`src/design/pod_cmd_pkg.sv`:
```
// shared constants, types and helpers of the ascii pod command front end
package pod_cmd_pkg;

    ////////////////////////////////////////////////////////////////////////////
    // timing
    localparam int CLK_HZ = 25_000_000;
    localparam int BAUD_DEFAULT = 9600;
    localparam int BIT_CYCLES_INT = CLK_HZ / BAUD_DEFAULT;
    localparam logic [11:0] BIT_CYCLES = 12'(BIT_CYCLES_INT);
    localparam logic [11:0] HALF_BIT_CYCLES = 12'(BIT_CYCLES_INT / 2);
    localparam logic [11:0] CNT_ONE = 12'h001;

    ////////////////////////////////////////////////////////////////////////////
    // character framing
    localparam int DATA_BITS = 7;
    localparam logic [3:0] RX_SAMPLE_BITS = 4'h9;
    localparam logic [3:0] TX_FRAME_BITS = 4'hA;
    localparam logic [3:0] BIT_IDX_ONE = 4'h1;

    ////////////////////////////////////////////////////////////////////////////
    // characters and addresses
    localparam logic [6:0] CHAR_CR = 7'h0D;
    localparam logic [6:0] CHAR_BANG = 7'h21;
    localparam logic [6:0] CHAR_Y = 7'h59;
    localparam logic [6:0] CHAR_N = 7'h4E;
    localparam logic [6:0] CHAR_0 = 7'h30;
    localparam logic [6:0] CHAR_9 = 7'h39;
    localparam logic [6:0] CHAR_UA = 7'h41;
    localparam logic [6:0] CHAR_UF = 7'h46;
    localparam logic [6:0] ALPHA_BASE = 7'h37;
    localparam logic [7:0] DEFAULT_ADDR = 8'h00;
    localparam logic [7:0] MSG_LIMIT = 8'hFE;
    localparam logic [7:0] LEN_ONE = 8'h01;
    localparam logic [1:0] REPLY_LAST = 2'h3;
    localparam logic [1:0] REPLY_ONE = 2'h1;

    ////////////////////////////////////////////////////////////////////////////
    // states
    typedef enum logic [2:0] {P_IDLE, P_SEL_H, P_SEL_L, P_SEL_CR, P_BODY, P_DISCARD} parse_state_t;
    typedef enum logic [1:0] {RX_IDLE, RX_START, RX_DATA} rx_state_t;
    typedef enum logic {TX_IDLE, TX_SHIFT} tx_state_t;

    ////////////////////////////////////////////////////////////////////////////
    // upper case hex only: lower case letters are different characters
    function automatic logic [4:0] hex_value(input logic [6:0] c);
        logic [6:0] v;
        v = 7'h00;
        if (c >= CHAR_0 && c <= CHAR_9) begin
            v = c - CHAR_0;
            return {1'b1, v[3:0]};
        end
        if (c >= CHAR_UA && c <= CHAR_UF) begin
            v = c - ALPHA_BASE;
            return {1'b1, v[3:0]};
        end
        return 5'h00;
    endfunction

    function automatic logic [6:0] nib_to_hex(input logic [3:0] n);
        logic [6:0] w;
        w = {3'h0, n};
        if (n > 4'h9) begin
            return w + ALPHA_BASE;
        end
        return w + CHAR_0;
    endfunction

endpackage

```
`src/design/char_if.sv`:
```
// character link between the serial engines and the command parser
`timescale 1ns/100ps
interface char_if;
    logic valid;
    logic ready;
    logic err;
    logic [6:0] data;
    modport src (output valid, output err, output data, input ready);
    modport snk (input valid, input err, input data, output ready);
endinterface

```
`src/design/ascii_pod_command_front_end.sv`:
```
// ascii command front end: framing, pod selection, select reply, command forwarding
`timescale 1ns/100ps
module ascii_pod_command_front_end (
    // clock and reset
    input wire logic clk,
    input wire logic rst,
    // serial bus
    input wire logic rx_in,
    output logic tx_out,
    output logic tx_oe_n,
    // configuration and events
    input wire logic [7:0] pod_addr,
    input wire logic change_event,
    // command characters to the executor
    output logic cmd_valid,
    output logic [6:0] cmd_char,
    output logic cmd_end,
    output logic cmd_abort,
    // response characters from the executor
    input wire logic resp_valid,
    input wire logic [6:0] resp_char,
    output logic resp_ack,
    // status
    output logic pod_enabled
);
    import pod_cmd_pkg::*;

    char_if rx_link ();
    char_if tx_link ();

    parse_state_t state_reg, state_next;
    logic selected_reg, selected_next;
    logic [3:0] hi_reg, hi_next;
    logic [3:0] lo_reg, lo_next;
    logic [7:0] len_reg, len_next;
    logic change_reg, change_next;
    logic reply_busy_reg, reply_busy_next;
    logic [1:0] reply_idx_reg, reply_idx_next;
    logic [7:0] reply_addr_reg, reply_addr_next;
    logic reply_y_reg, reply_y_next;
    logic tx_valid_reg, tx_valid_next;
    logic [6:0] tx_data_reg, tx_data_next;
    logic cmd_valid_reg, cmd_valid_next;
    logic [6:0] cmd_char_reg, cmd_char_next;
    logic cmd_end_reg, cmd_end_next;
    logic cmd_abort_reg, cmd_abort_next;
    logic resp_ack_reg, resp_ack_next;
    logic enabled_reg, enabled_next;
    logic addressed;
    logic enabled;
    logic [6:0] c;
    logic [4:0] hv;
    logic [7:0] sel_addr;

    ////////////////////////////////////////////////////////////////////////////
    // serial engines

    serial_rx u_rx (
        .clk (clk),
        .rst (rst),
        .rx_in (rx_in),
        .out (rx_link.src)
    );

    serial_tx u_tx (
        .clk (clk),
        .rst (rst),
        .in (tx_link.snk),
        .tx_out (tx_out),
        .tx_oe_n (tx_oe_n)
    );

    // the parser never stalls: one character per frame is far below its rate
    assign rx_link.ready = 1'b1;
    assign tx_link.valid = tx_valid_reg;
    assign tx_link.data = tx_data_reg;
    assign tx_link.err = 1'b0;

    assign cmd_valid = cmd_valid_reg;
    assign cmd_char = cmd_char_reg;
    assign cmd_end = cmd_end_reg;
    assign cmd_abort = cmd_abort_reg;
    assign resp_ack = resp_ack_reg;
    assign pod_enabled = enabled_reg;

    ////////////////////////////////////////////////////////////////////////////
    // mode

    assign addressed = (pod_addr != DEFAULT_ADDR);
    assign enabled = !addressed || selected_reg;
    assign c = rx_link.data;
    assign hv = hex_value(c);
    assign sel_addr = {hi_reg, lo_reg};

    ////////////////////////////////////////////////////////////////////////////
    // parser, reply sequencer and transmit arbitration

    always_comb begin
        state_next = state_reg;
        selected_next = selected_reg;
        hi_next = hi_reg;
        lo_next = lo_reg;
        len_next = len_reg;
        // a change arriving with the select still counts for the reply that this select starts
        change_next = change_reg || change_event;
        reply_busy_next = reply_busy_reg;
        reply_idx_next = reply_idx_reg;
        reply_addr_next = reply_addr_reg;
        reply_y_next = reply_y_reg;
        tx_valid_next = tx_valid_reg && !tx_link.ready;
        tx_data_next = tx_data_reg;
        cmd_valid_next = 1'b0;
        cmd_char_next = cmd_char_reg;
        cmd_end_next = 1'b0;
        cmd_abort_next = 1'b0;
        resp_ack_next = 1'b0;

        // one load per free slot; the select reply goes ahead of executor text
        if (!tx_valid_reg) begin
            if (reply_busy_reg) begin
                tx_valid_next = 1'b1;
                case (reply_idx_reg)
                    2'h0: tx_data_next = nib_to_hex(reply_addr_reg[7:4]);
                    2'h1: tx_data_next = nib_to_hex(reply_addr_reg[3:0]);
                    2'h2: tx_data_next = reply_y_reg ? CHAR_Y : CHAR_N;
                    default: tx_data_next = CHAR_CR;
                endcase
                reply_idx_next = reply_idx_reg + REPLY_ONE;
                if (reply_idx_reg == REPLY_LAST) begin
                    reply_busy_next = 1'b0;
                end
            end else if (resp_valid && !resp_ack_reg) begin
                resp_ack_next = 1'b1;
                // a deselected pod stays silent; its executor text is dropped
                if (enabled) begin
                    tx_valid_next = 1'b1;
                    tx_data_next = resp_char;
                end
            end
        end

        if (rx_link.valid) begin
            len_next = len_reg + LEN_ONE;
            if (rx_link.err) begin
                if (state_reg == P_BODY) begin
                    cmd_abort_next = 1'b1;
                end
                state_next = P_DISCARD;
            end else begin
                case (state_reg)
                    P_IDLE: begin
                        len_next = LEN_ONE;
                        if (c == CHAR_BANG && addressed) begin
                            state_next = P_SEL_H;
                        end else if (enabled) begin
                            cmd_valid_next = 1'b1;
                            cmd_char_next = c;
                            if (c == CHAR_CR) begin
                                cmd_end_next = 1'b1;
                            end else begin
                                state_next = P_BODY;
                            end
                        end else if (c != CHAR_CR) begin
                            state_next = P_DISCARD;
                        end
                    end
                    P_SEL_H: begin
                        hi_next = hv[3:0];
                        state_next = hv[4] ? P_SEL_L : P_DISCARD;
                        if (c == CHAR_CR) begin
                            state_next = P_IDLE;
                        end
                    end
                    P_SEL_L: begin
                        lo_next = hv[3:0];
                        state_next = hv[4] ? P_SEL_CR : P_DISCARD;
                        if (c == CHAR_CR) begin
                            state_next = P_IDLE;
                        end
                    end
                    P_SEL_CR: begin
                        if (c == CHAR_CR) begin
                            state_next = P_IDLE;
                            // address 00 is no valid select target
                            if (sel_addr != DEFAULT_ADDR) begin
                                if (sel_addr == pod_addr) begin
                                    selected_next = 1'b1;
                                    reply_busy_next = 1'b1;
                                    reply_idx_next = 2'h0;
                                    reply_addr_next = pod_addr;
                                    reply_y_next = change_reg || change_event;
                                    change_next = 1'b0;
                                end else begin
                                    selected_next = 1'b0;
                                end
                            end
                        end else begin
                            state_next = P_DISCARD;
                        end
                    end
                    P_BODY: begin
                        if (c == CHAR_CR) begin
                            cmd_valid_next = 1'b1;
                            cmd_char_next = c;
                            cmd_end_next = 1'b1;
                            state_next = P_IDLE;
                        end else if (len_reg >= MSG_LIMIT) begin
                            // overlong text is never handed on as a command
                            cmd_abort_next = 1'b1;
                            state_next = P_DISCARD;
                        end else begin
                            cmd_valid_next = 1'b1;
                            cmd_char_next = c;
                        end
                    end
                    P_DISCARD: begin
                        if (c == CHAR_CR) begin
                            state_next = P_IDLE;
                        end
                    end
                    default: state_next = P_IDLE;
                endcase
            end
        end
        enabled_next = !(pod_addr != DEFAULT_ADDR) || selected_next;
    end

    always_ff @(posedge clk) begin
        if (rst) begin
            state_reg <= P_IDLE;
            selected_reg <= 1'b0;
            hi_reg <= 4'h0;
            lo_reg <= 4'h0;
            len_reg <= 8'h00;
            change_reg <= 1'b0;
            reply_busy_reg <= 1'b0;
            reply_idx_reg <= 2'h0;
            reply_addr_reg <= 8'h00;
            reply_y_reg <= 1'b0;
            tx_valid_reg <= 1'b0;
            tx_data_reg <= 7'h00;
            cmd_valid_reg <= 1'b0;
            cmd_char_reg <= 7'h00;
            cmd_end_reg <= 1'b0;
            cmd_abort_reg <= 1'b0;
            resp_ack_reg <= 1'b0;
            enabled_reg <= 1'b0;
        end else begin
            state_reg <= state_next;
            selected_reg <= selected_next;
            hi_reg <= hi_next;
            lo_reg <= lo_next;
            len_reg <= len_next;
            change_reg <= change_next;
            reply_busy_reg <= reply_busy_next;
            reply_idx_reg <= reply_idx_next;
            reply_addr_reg <= reply_addr_next;
            reply_y_reg <= reply_y_next;
            tx_valid_reg <= tx_valid_next;
            tx_data_reg <= tx_data_next;
            cmd_valid_reg <= cmd_valid_next;
            cmd_char_reg <= cmd_char_next;
            cmd_end_reg <= cmd_end_next;
            cmd_abort_reg <= cmd_abort_next;
            resp_ack_reg <= resp_ack_next;
            enabled_reg <= enabled_next;
        end
    end
endmodule

```
`src/design/serial_rx.sv`:
```
// serial receiver: 7 data bits, even parity, 1 stop bit
`timescale 1ns/100ps
module serial_rx (
    // clock and reset
    input wire logic clk,
    input wire logic rst,
    // line
    input wire logic rx_in,
    // received characters
    char_if.src out
);
    import pod_cmd_pkg::*;

    logic sync1_reg, sync2_reg;
    rx_state_t state_reg, state_next;
    logic [11:0] cnt_reg, cnt_next;
    logic [3:0] idx_reg, idx_next;
    logic [8:0] shift_reg, shift_next;
    logic valid_reg, valid_next;
    logic err_reg, err_next;
    logic [6:0] data_reg, data_next;
    logic [8:0] frame;

    assign out.valid = valid_reg;
    assign out.err = err_reg;
    assign out.data = data_reg;

    always_comb begin
        state_next = state_reg;
        cnt_next = cnt_reg;
        idx_next = idx_reg;
        shift_next = shift_reg;
        valid_next = valid_reg && !out.ready;
        err_next = err_reg;
        data_next = data_reg;
        frame = {sync2_reg, shift_reg[8:1]};
        case (state_reg)
            RX_IDLE: begin
                if (!sync2_reg) begin
                    state_next = RX_START;
                    cnt_next = HALF_BIT_CYCLES;
                end
            end
            RX_START: begin
                if (cnt_reg == CNT_ONE) begin
                    // a glitch shorter than half a bit is not a start bit
                    state_next = sync2_reg ? RX_IDLE : RX_DATA;
                    cnt_next = BIT_CYCLES;
                    idx_next = RX_SAMPLE_BITS;
                end else begin
                    cnt_next = cnt_reg - CNT_ONE;
                end
            end
            RX_DATA: begin
                if (cnt_reg == CNT_ONE) begin
                    cnt_next = BIT_CYCLES;
                    shift_next = frame;
                    idx_next = idx_reg - BIT_IDX_ONE;
                    if (idx_reg == BIT_IDX_ONE) begin
                        state_next = RX_IDLE;
                        valid_next = 1'b1;
                        data_next = frame[DATA_BITS-1:0];
                        err_next = (^frame[DATA_BITS:0]) || !frame[8];
                    end
                end else begin
                    cnt_next = cnt_reg - CNT_ONE;
                end
            end
            default: state_next = RX_IDLE;
        endcase
    end

    always_ff @(posedge clk) begin
        if (rst) begin
            sync1_reg <= 1'b1;
            sync2_reg <= 1'b1;
            state_reg <= RX_IDLE;
            cnt_reg <= 12'h000;
            idx_reg <= 4'h0;
            shift_reg <= 9'h000;
            valid_reg <= 1'b0;
            err_reg <= 1'b0;
            data_reg <= 7'h00;
        end else begin
            sync1_reg <= rx_in;
            sync2_reg <= sync1_reg;
            state_reg <= state_next;
            cnt_reg <= cnt_next;
            idx_reg <= idx_next;
            shift_reg <= shift_next;
            valid_reg <= valid_next;
            err_reg <= err_next;
            data_reg <= data_next;
        end
    end
endmodule

```
`src/design/serial_tx.sv`:
```
// serial transmitter: 7 data bits, even parity, 1 stop bit, bus driver enable
`timescale 1ns/100ps
module serial_tx (
    // clock and reset
    input wire logic clk,
    input wire logic rst,
    // characters to send
    char_if.snk in,
    // line
    output logic tx_out,
    output logic tx_oe_n
);
    import pod_cmd_pkg::*;

    tx_state_t state_reg, state_next;
    logic [11:0] cnt_reg, cnt_next;
    logic [3:0] idx_reg, idx_next;
    logic [9:0] shift_reg, shift_next;
    logic line_reg, line_next;
    logic oe_n_reg, oe_n_next;

    assign in.ready = (state_reg == TX_IDLE);
    assign tx_out = line_reg;
    assign tx_oe_n = oe_n_reg;

    always_comb begin
        state_next = state_reg;
        cnt_next = cnt_reg;
        idx_next = idx_reg;
        shift_next = shift_reg;
        line_next = line_reg;
        oe_n_next = oe_n_reg;
        case (state_reg)
            TX_IDLE: begin
                line_next = 1'b1;
                oe_n_next = 1'b1;
                if (in.valid) begin
                    // stop, even parity, data lsb first, start
                    shift_next = {1'b1, ^in.data, in.data, 1'b0};
                    state_next = TX_SHIFT;
                    cnt_next = CNT_ONE;
                    idx_next = TX_FRAME_BITS;
                end
            end
            TX_SHIFT: begin
                if (cnt_reg == CNT_ONE) begin
                    cnt_next = BIT_CYCLES;
                    if (idx_reg == 4'h0) begin
                        state_next = TX_IDLE;
                        line_next = 1'b1;
                        oe_n_next = 1'b1;
                    end else begin
                        line_next = shift_reg[0];
                        oe_n_next = 1'b0;
                        shift_next = {1'b1, shift_reg[9:1]};
                        idx_next = idx_reg - BIT_IDX_ONE;
                    end
                end else begin
                    cnt_next = cnt_reg - CNT_ONE;
                end
            end
            default: state_next = TX_IDLE;
        endcase
    end

    always_ff @(posedge clk) begin
        if (rst) begin
            state_reg <= TX_IDLE;
            cnt_reg <= 12'h000;
            idx_reg <= 4'h0;
            shift_reg <= 10'h3FF;
            line_reg <= 1'b1;
            oe_n_reg <= 1'b1;
        end else begin
            state_reg <= state_next;
            cnt_reg <= cnt_next;
            idx_reg <= idx_next;
            shift_reg <= shift_next;
            line_reg <= line_next;
            oe_n_reg <= oe_n_next;
        end
    end
endmodule

```
`config.mk`:
```
export PLATFORM = sky130hd
export DESIGN_NAME = ascii_pod_command_front_end
export DESIGN_NICKNAME = d
export VERILOG_FILES = /design/src/design/pod_cmd_pkg.sv /design/src/design/char_if.sv /design/src/design/ascii_pod_command_front_end.sv /design/src/design/serial_rx.sv /design/src/design/serial_tx.sv
export SDC_FILE = /design/constraint.sdc
export NUM_CORES = 1
export LEC_CHECK = 0
export BUFFER_PORTS_ARGS = -buffer_cell sky130_fd_sc_hd__buf_2
export CORE_MARGIN = 1
export CORE_UTILIZATION = 61
export CTS_CLUSTER_DIAMETER = 150
export DETAILED_ROUTE_END_ITERATION = 10
export PLACE_DENSITY = 0.85
export SYNTH_ARGS = -nofsm -noshare
export SYNTH_HDL_FRONTEND = slang
export SYNTH_SLANG_ARGS = --single-unit
export TNS_END_PERCENT = 30
```
`constraint.sdc`:
```
create_clock -name clk -period 3.1 [get_ports clk]
set_input_delay 0.465 -clock clk [delete_from_list [all_inputs] [get_ports clk]]
set_output_delay 0.465 -clock clk [all_outputs]
set_load 0.01 [all_outputs]
```
Word-level counts from Yosys, hierarchy flattened
Cells that the tools add are included.
- input port bits: 20
- bits in registers: 120
- equality and inequality tests: 31
- add/sub/neg operators: 12
- multiplexer cells: 127
- bitwise logic cells: 6
- $lt $le $gt $ge: 7
- reduce and logical (&&, ||, !) cells: 42
- operator list (cell ; count):
    $mux W7 ; 11
    $mux W1 ; 57
    $mux W12 ; 4
    $pmux W12 S2 ; 2
    $mux W3 ; 13
    $mux W10 ; 3
    $add A4 B6 Y7 const B ; 4
    $mux W2 ; 13
    $mux W5 ; 5
    $eq A12 B1 Y1 const B ; 2
    $sub A12 B1 Y12 const B ; 2
    $pmux W7 S3 ; 1
    $mux W4 ; 5
    $pmux W10 S2 ; 1
    $pmux W3 S6 ; 1
    $reduce_and A3 Y1 ; 6
    $mux W8 ; 2
    $pmux W4 S2 ; 2
    $reduce_bool A8 Y1 ; 2
    $pmux W7 S2 ; 1
    $reduce_and A6 Y1 ; 2
    $sub A4 B1 Y4 const B ; 3
    $ne A2 B2 Y1 const B ; 5
    $ne A5 B4 Y1 const B ; 2
    40 further kinds ; 76

Longest topological paths before layout
Gate-level depths: netlist of the first run.
- depth after elaboration: 10
- depth in mapped cells: 9
- gate-level depth less buffers: 7

Modules after synthesis
From an unflattened synthesis of the first run, not the netlist that was laid out.
- cell total of the unflattened synthesis: 765
- area, all modules: 6517.5 um2
- modules (own cells, without submodules) (module ; cells each ; instances ; area an instance (um2)):
    ascii_pod_command_front_end ; 364 ; 1 ; 3041.7
    serial_rx ; 223 ; 1 ; 1960.6
    serial_tx ; 178 ; 1 ; 1515.2

Worst setup path before layout of the first run
Ideal clock, no wire load.
- path kind: register to register
- from: register u_tx.cnt_reg[0]
- to: register u_tx.shift_reg[1]
- arrival time: 2.039 ns
- setup time: 0.129 ns
- path slack: 0.932 ns
- cell stages (with the launch flop): 8
- path buffers: 1
- period minus slack after synthesis: 2.168 ns
- data required time: 2.971 ns
- cells stage by stage: dfxtp_1 > ha_1 > or4b_4 > or4_1 > buf_2 > o21ai_4 > mux2i_1 > nand2_1
- longest elaborated chain between the ends: 3
- RTL lines (what ; line ; text):
    start: declaration ; serial_tx.sv:16 ; logic [11:0] cnt_reg, cnt_next;
    start signal: assignment ; serial_tx.sv:76 ; cnt_reg <= cnt_next;
    $eq A12 B1 Y1 ; serial_tx.sv:46 ; if (cnt_reg == CNT_ONE) begin
    $ne A2 B2 Y1 (no line) ; n/a ;
    $reduce_and A3 Y1 (no line) ; n/a ;
    end signal: assignment ; serial_tx.sv:78 ; shift_reg <= shift_next;
    end: declaration ; serial_tx.sv:18 ; logic [9:0] shift_reg, shift_next;
No other way between the ends.
A chain may end at the register's enable or synchronous reset.

Final worst setup path of the first run
- from: register u_rx.data_reg[1], in the netlist u_rx.out.data[1]
- to: register reply_addr_reg[3]
- longest elaborated chain between the ends: 2
- RTL lines (what ; line ; text):
    start: declaration ; serial_rx.sv:21 ; logic [6:0] data_reg, data_next;
    start signal: assignment ; serial_rx.sv:93 ; data_reg <= data_next;
    $eq A7 B4 Y1 ; ascii_pod_command_front_end.sv:182 ; if (c == CHAR_CR) begin
    $reduce_and A6 Y1 (no line) ; n/a ;
    end signal: assignment ; ascii_pod_command_front_end.sv:257 ; reply_addr_reg <= reply_addr_next;
    end: declaration ; ascii_pod_command_front_end.sv:39 ; logic [7:0] reply_addr_reg, reply_addr_next;
No other way between the ends.

==> impl_metrics.yaml, run 1 <==
pwr:
  power_density_nw_per_um2: 506.3
  p_leak_nw: 2.625
  peakVddDrop_v: 0.0004398
synth:
  ys.flop_type: "dfxtp_1"
  netlist_area_um2: 6220
  yosysWarnings: 0
  synth_edf_count: 0
  syn_inst: 742
  syn_nets: 786
  ys_types: 74
  synth_seq_cells: 118
  syn_avg_cell_area_um2: 8.382
  seq_area_frac_synth_pct: 37.98
  ys_async_sr_fraction_pct: 0
finish:
  n_fill_cell: 773
  diodes: 0
  syn2layout_area_growth_pct: 12.33
  layout.nets: 809
  drive_gt1_share_pct: 12.14
timing:
  fmax_mhz: 374.8
  slew_violations: 0
  slew_headroom_pct: 40.75
  hold_violations: 0
  fin_crit_sh_pct: 86.06
  tns_ns: 0
  fin_crit_ns: 2.668
  setup_ws_ns: 0.4321
  report.final.setup_viol: 0
  rsz0062_at_grt: "no"
  finClkSkew_ns: 0.01366
  tightestPinTransition_ns: 0.8806
outcome:
  status: "finished, final reports clean"
flow_run:
  max_cap_violations: 0
floorplan:
  rows: 36
  core_area_um2: 9819
  chipWidth_um: 103.0
  dieArea_um2: 10600
  chipHeight_um: 103.0
  io_pins: 34
  start_util_pct: 63.34
setup_path:
  worstPathRequired_ns: 3.48
  cpLargestDelayFamily: "simple AND/OR/NAND/NOR gates"
  crit_chain: "inv_1, ha_1, nor3b_1, and2_1, and4_1, mux2i_1, nor2_1"
  cp.arrival_ns: 3.05
  critical_path_class: "reg2reg"
  max_stage_delay_ns: 0.67
  cp-end-kind: "flop"
  crit_path_max_fanout: 13
  worst-path-buf-inv: 1
  cpMaxStageDelayCell: "and4_1"
  start_kind: "flop"
routing:
  first_pass_iters: 5
  drt_iter0_markers: 311
  drc_errors: 0
  routed_wl_um: 14630
  vias: 5501
  postRouteAntennaNets: 0
  viasPerCell: 6.065
  routedWlPerCell_um: 16.13
clock_network:
  cts-root-buf: "clkbuf_8"
  cts-hold-fix-buffers: 0
  htree_levels: 4
  clock_latency_ns: 0.53
  cts_tree: "done"
  post_cts_buffers: 0
  path_clk_slew_ns: 0.06
  cts.sinks: 118
  clock_path_buffers: 2
  cts_made_buffers: 17
  cts_resized: 0
global_routing:
  grt_pass1_vias: 5373
  grt_max_degree: 79
  grt-ovfl-total: 0
  grt_first_pass_wirelength_um: 24340
  antenna_found_initial: 0
  grt_usage_pct: 29.46
min_path:
  min_path_type: "in2reg"
placed_design:
  gp_congestion: 0.9442
  dp_hpwl_um: 9789
  io_buffers: 33
  pre_cts_slack_ns: 0.5355
[cells in the mapped netlist, types with 8 or more instances]
library cell	number	share of area [%]
ha_1	24	4.8
a21oi_1	45	3.6
nor4_1	16	1.6
o21ai_0	35	2.8
dfxtp_1	118	38
nand2_1	69	4.2
clkbuf_1	26	1.6
a211oi_1	12	1.4
nand2b_1	9	0.91
nor3_1	18	1.4
inv_1	40	2.4
or3_1	10	1.0
mux2i_1	40	6.4
nor2_1	83	5.0
a31oi_1	8	0.80
xnor2_1	18	2.5
nand3_1	22	1.8
xor2_1	16	2.3
[metal layers]
layer | share of wire, % | vias up | track usage [%] | routed length (um)
met1 | 42 | 2640 | 34.06 | 6120
met4 | 2.4 | 0 | 14.73 | 351
met3 | 4.7 | 32 | 7.525 | 689
li1 | - | 2676 | - | -
met5 | 0 | - | 0 | 0
met2 | 51 | 153 | 50.56 | 7473
[worst reg2reg max path: stages (launching register included)]
cell,delay (ns)
dfxtp_1,0.36
inv_1,0.13
ha_1,0.21
nor3b_1,0.40
and2_1,0.43
and4_1,0.67
mux2i_1,0.26
nor2_1,0.05
[final timing paths]
| path | from | end | slack [ns] | cells past startpoint |
|---|---|---|---|---|
| max | u_rx.out.data[1] | reply_addr_reg[3] | 0.43 | 7 |
| min | rx_in | u_rx.sync1_reg | 0.12 | 2 |
| max reg2reg | u_rx.out.data[1] | reply_addr_reg[3] | 0.43 | 7 |
| min reg2reg | u_rx.sync1_reg | u_rx.sync2_reg | 0.41 | 1 |
[report_power, final]
part	switching, mW	internal [mW]	total [mW]
registers	0.0214	1.54	1.56
clock network	0.642	1.12	1.76
logic	0.134	0.0807	0.215
total	0.798	2.74	3.54
[area by class of cell]
cell class                 count  area [um2]  area share (%)
multi-input combinational    547        3560           50.95
sequential                   118        2362           33.81
clock buffer                  23       476.7           6.823
timing repair buffer          40       217.7           3.116
tap                          133       166.4           2.382
inverter                      41       153.9           2.203
clock inverter                 5       50.05          0.7163
[cell families (layout without fill, tap and decap cells)]
logic type | after synthesis | in the layout | synth area share (%)
and+or+nand+nor | 278 | 278 | 22.05
adders and majority gates | 25 | 25 | 4.989
xor gates and xnor gates | 34 | 34 | 4.788
AOI/OAI and AO/OA | 164 | 164 | 17.88
muxes | 46 | 46 | 7.523
DFF | 118 | 118 | 37.98
buffers and inverters | 77 | 109 | 4.788
[cell usage in the layout (no fill, tap or decap), drive strengths merged, types with 10 or more instances in the layout]
cell type  instances
nand3             22
mux2i             40
a21oi             45
nor4              16
ha                24
clkbuf            23
nor2              84
xor2              16
buf               40
or3               10
xnor2             18
a211oi            12
nor3              19
inv               40
o21ai             37
dfxtp            118
nand2             69
[metrics by stage]
stage / power, mW / util (%) / cells / hold slack [ns] / instance area, um2
global placement: 1.785 / 65.79 / 879 / 0.3932 / 6460
floorplan: 1.742 / - / 742 / 0.3895 / 6220
CTS: 3.545 / 71.15 / 907 / 0.1116 / 6987
global route: 3.651 / 71.15 / 907 / 0.1170 / 6987
detailed placement: 1.797 / 65.79 / 879 / 0.3965 / 6460
finish: 3.537 / 71.15 / 907 / 0.1163 / 6987
(Power assumes the default switching activity.)
==> run 2, diff against run 1 <==
--- a/config.mk
+++ b/config.mk
@@ -7,10 +7,10 @@
 export LEC_CHECK = 0
 export BUFFER_PORTS_ARGS = -buffer_cell sky130_fd_sc_hd__buf_2
 export CORE_MARGIN = 1
-export CORE_UTILIZATION = 61
+export CORE_UTILIZATION = 30
 export CTS_CLUSTER_DIAMETER = 150
 export DETAILED_ROUTE_END_ITERATION = 10
-export PLACE_DENSITY = 0.85
+export PLACE_DENSITY = 0.5
 export SYNTH_ARGS = -nofsm -noshare
 export SYNTH_HDL_FRONTEND = slang
 export SYNTH_SLANG_ARGS = --single-unit
==> impl_metrics.yaml, run 2 (synthesis gave the netlist of run 1 again) <==
routing:
  first_pass_iters: 5
  postRouteAntennaNets: 0
  drc_errors: 0
  routed_wl_um: 14930
  drt_iter0_markers: 240
  vias: 5267
  viasPerCell: 4.946
  routedWlPerCell_um: 14.02
global_routing:
  antenna_found_initial: 5
  grt-ovfl-total: 0
  grt_first_pass_wirelength_um: 24660
  grt_pass1_vias: 4939
  grt_usage_pct: 14.40
  grt_max_degree: 46
clock_network:
  cts-root-buf: "clkbuf_16"
  cts-hold-fix-buffers: 0
  cts_made_buffers: 17
  cts_tree: "done"
  post_cts_buffers: 0
  clock_path_buffers: 2
  clock_latency_ns: 0.42
  cts.sinks: 118
  cts_resized: 0
  htree_levels: 4
  path_clk_slew_ns: 0.06
timing:
  hold_violations: 0
  fin_hold_ws_ns: 0.2372
  fin_crit_sh_pct: 83.29
  finClkSkew_ns: 0.01014
  tns_ns: 0
  slew_violations: 0
  report.final.setup_viol: 0
  fmax_mhz: 387.3
  fin_crit_ns: 2.582
  setup_ws_ns: 0.5179
  tightestPinTransition_ns: 0.8076
  slew_headroom_pct: 45.70
  rsz0062_at_grt: "no"
setup_path:
  cpLargestDelayFamily: "simple AND/OR/NAND/NOR gates"
  worst-path-buf-inv: 0
  cp-end-kind: "flop"
  cp.arrival_ns: 2.87
  crit_start: "u_rx.out.data[0]"
  cp.depth: 6
  reg2reg_from: "u_rx.out.data[0]"
  crit_path_max_fanout: 13
  start_kind: "flop"
  crit_chain: "ha_1, nor3b_1, and2_1, and4_1, mux2i_1, nor2_1"
  r2r_cells: 6
  critical_path_class: "reg2reg"
  worstPathRequired_ns: 3.39
  cpMaxStageDelayCell: "and4_1"
  max_stage_delay_ns: 0.65
finish:
  mostFrequentLayoutCell: "dfxtp_1"
  seq_area_um2: 2362
  layout.nets: 822
  syn2layout_area_growth_pct: 18.08
  final_cell_mix: "dfxtp_1, nor2_1, nand2_1"
  n_fill_cell: 2170
  post-route-cell-area_um2: 7345
  drive_gt1_share_pct: 14.16
  multi_input_area_um2: 3560
floorplan:
  core_area_um2: 20300
  start_util_pct: 30.64
  rows: 52
  dieArea_um2: 21310
  chipHeight_um: 146.0
  chipWidth_um: 146.0
  io_pins: 34
placed_design:
  placed_area_um2: 6729
  io_buffers: 33
  pre_cts_slack_ns: 0.5335
  gp_congestion: 0.7909
  dp_hpwl_um: 10420
min_path:
  worstHoldPathCells: 2
  min_path_type: "in2reg"
  hp-start: "rx_in"
pwr:
  power_mw: 3.773
  p_leak_nw: 2.710
  peakVddDrop_v: 0.0004034
  power_density_nw_per_um2: 513.7
outcome:
  status: "finished, final reports clean"
flow_run:
  max_cap_violations: 0
run 2: report_power, final:
group / total, mW / internal [mW] / leakage (nW) / switching [mW]
Sequential: 1.56 / 1.54 / 0.953 / 0.0200
Combinational: 0.221 / 0.0861 / 1.47 / 0.135
Clock: 2.00 / 1.27 / 0.285 / 0.726
run 2: final cells by class:
cell class / count / area share, %
Timing Repair Buffer: 53 / 4.293
Tap cell: 270 / 4.600
Antenna cell: 4 / 0.1363
Multi-Input combinational cell: 547 / 48.47
Sequential cell: 118 / 32.16
Clock inverter: 10 / 1.652
Inverter: 41 / 2.095
Clock buffer: 22 / 6.593
run 2: worst paths after layout:
path / endpoint / slack (ns)
setup / recovery: reply_addr_reg[7] / 0.52
hold / removal: u_rx.sync1_reg / 0.24
setup reg to reg: reply_addr_reg[7] / 0.52
hold reg to reg: u_rx.sync2_reg / 0.41
run 2: per-layer routing:
layer  share of wire, %  up-vias  global-route usage [%]
met5               0.11        -                       0
met4                1.8        2                   5.417
met3                4.2       27                   4.545
met2                 45       72                   22.82
met1                 49     2441                   18.23
li1                   -     2725                       -
run 2: per-stage QoR:
step	utilization [%]	cells
after CTS	36.13	1061
after global routing	36.17	1064
final	36.18	1065
after floorplan	-	742
after detailed placement	33.15	1029
after global placement	33.15	1029
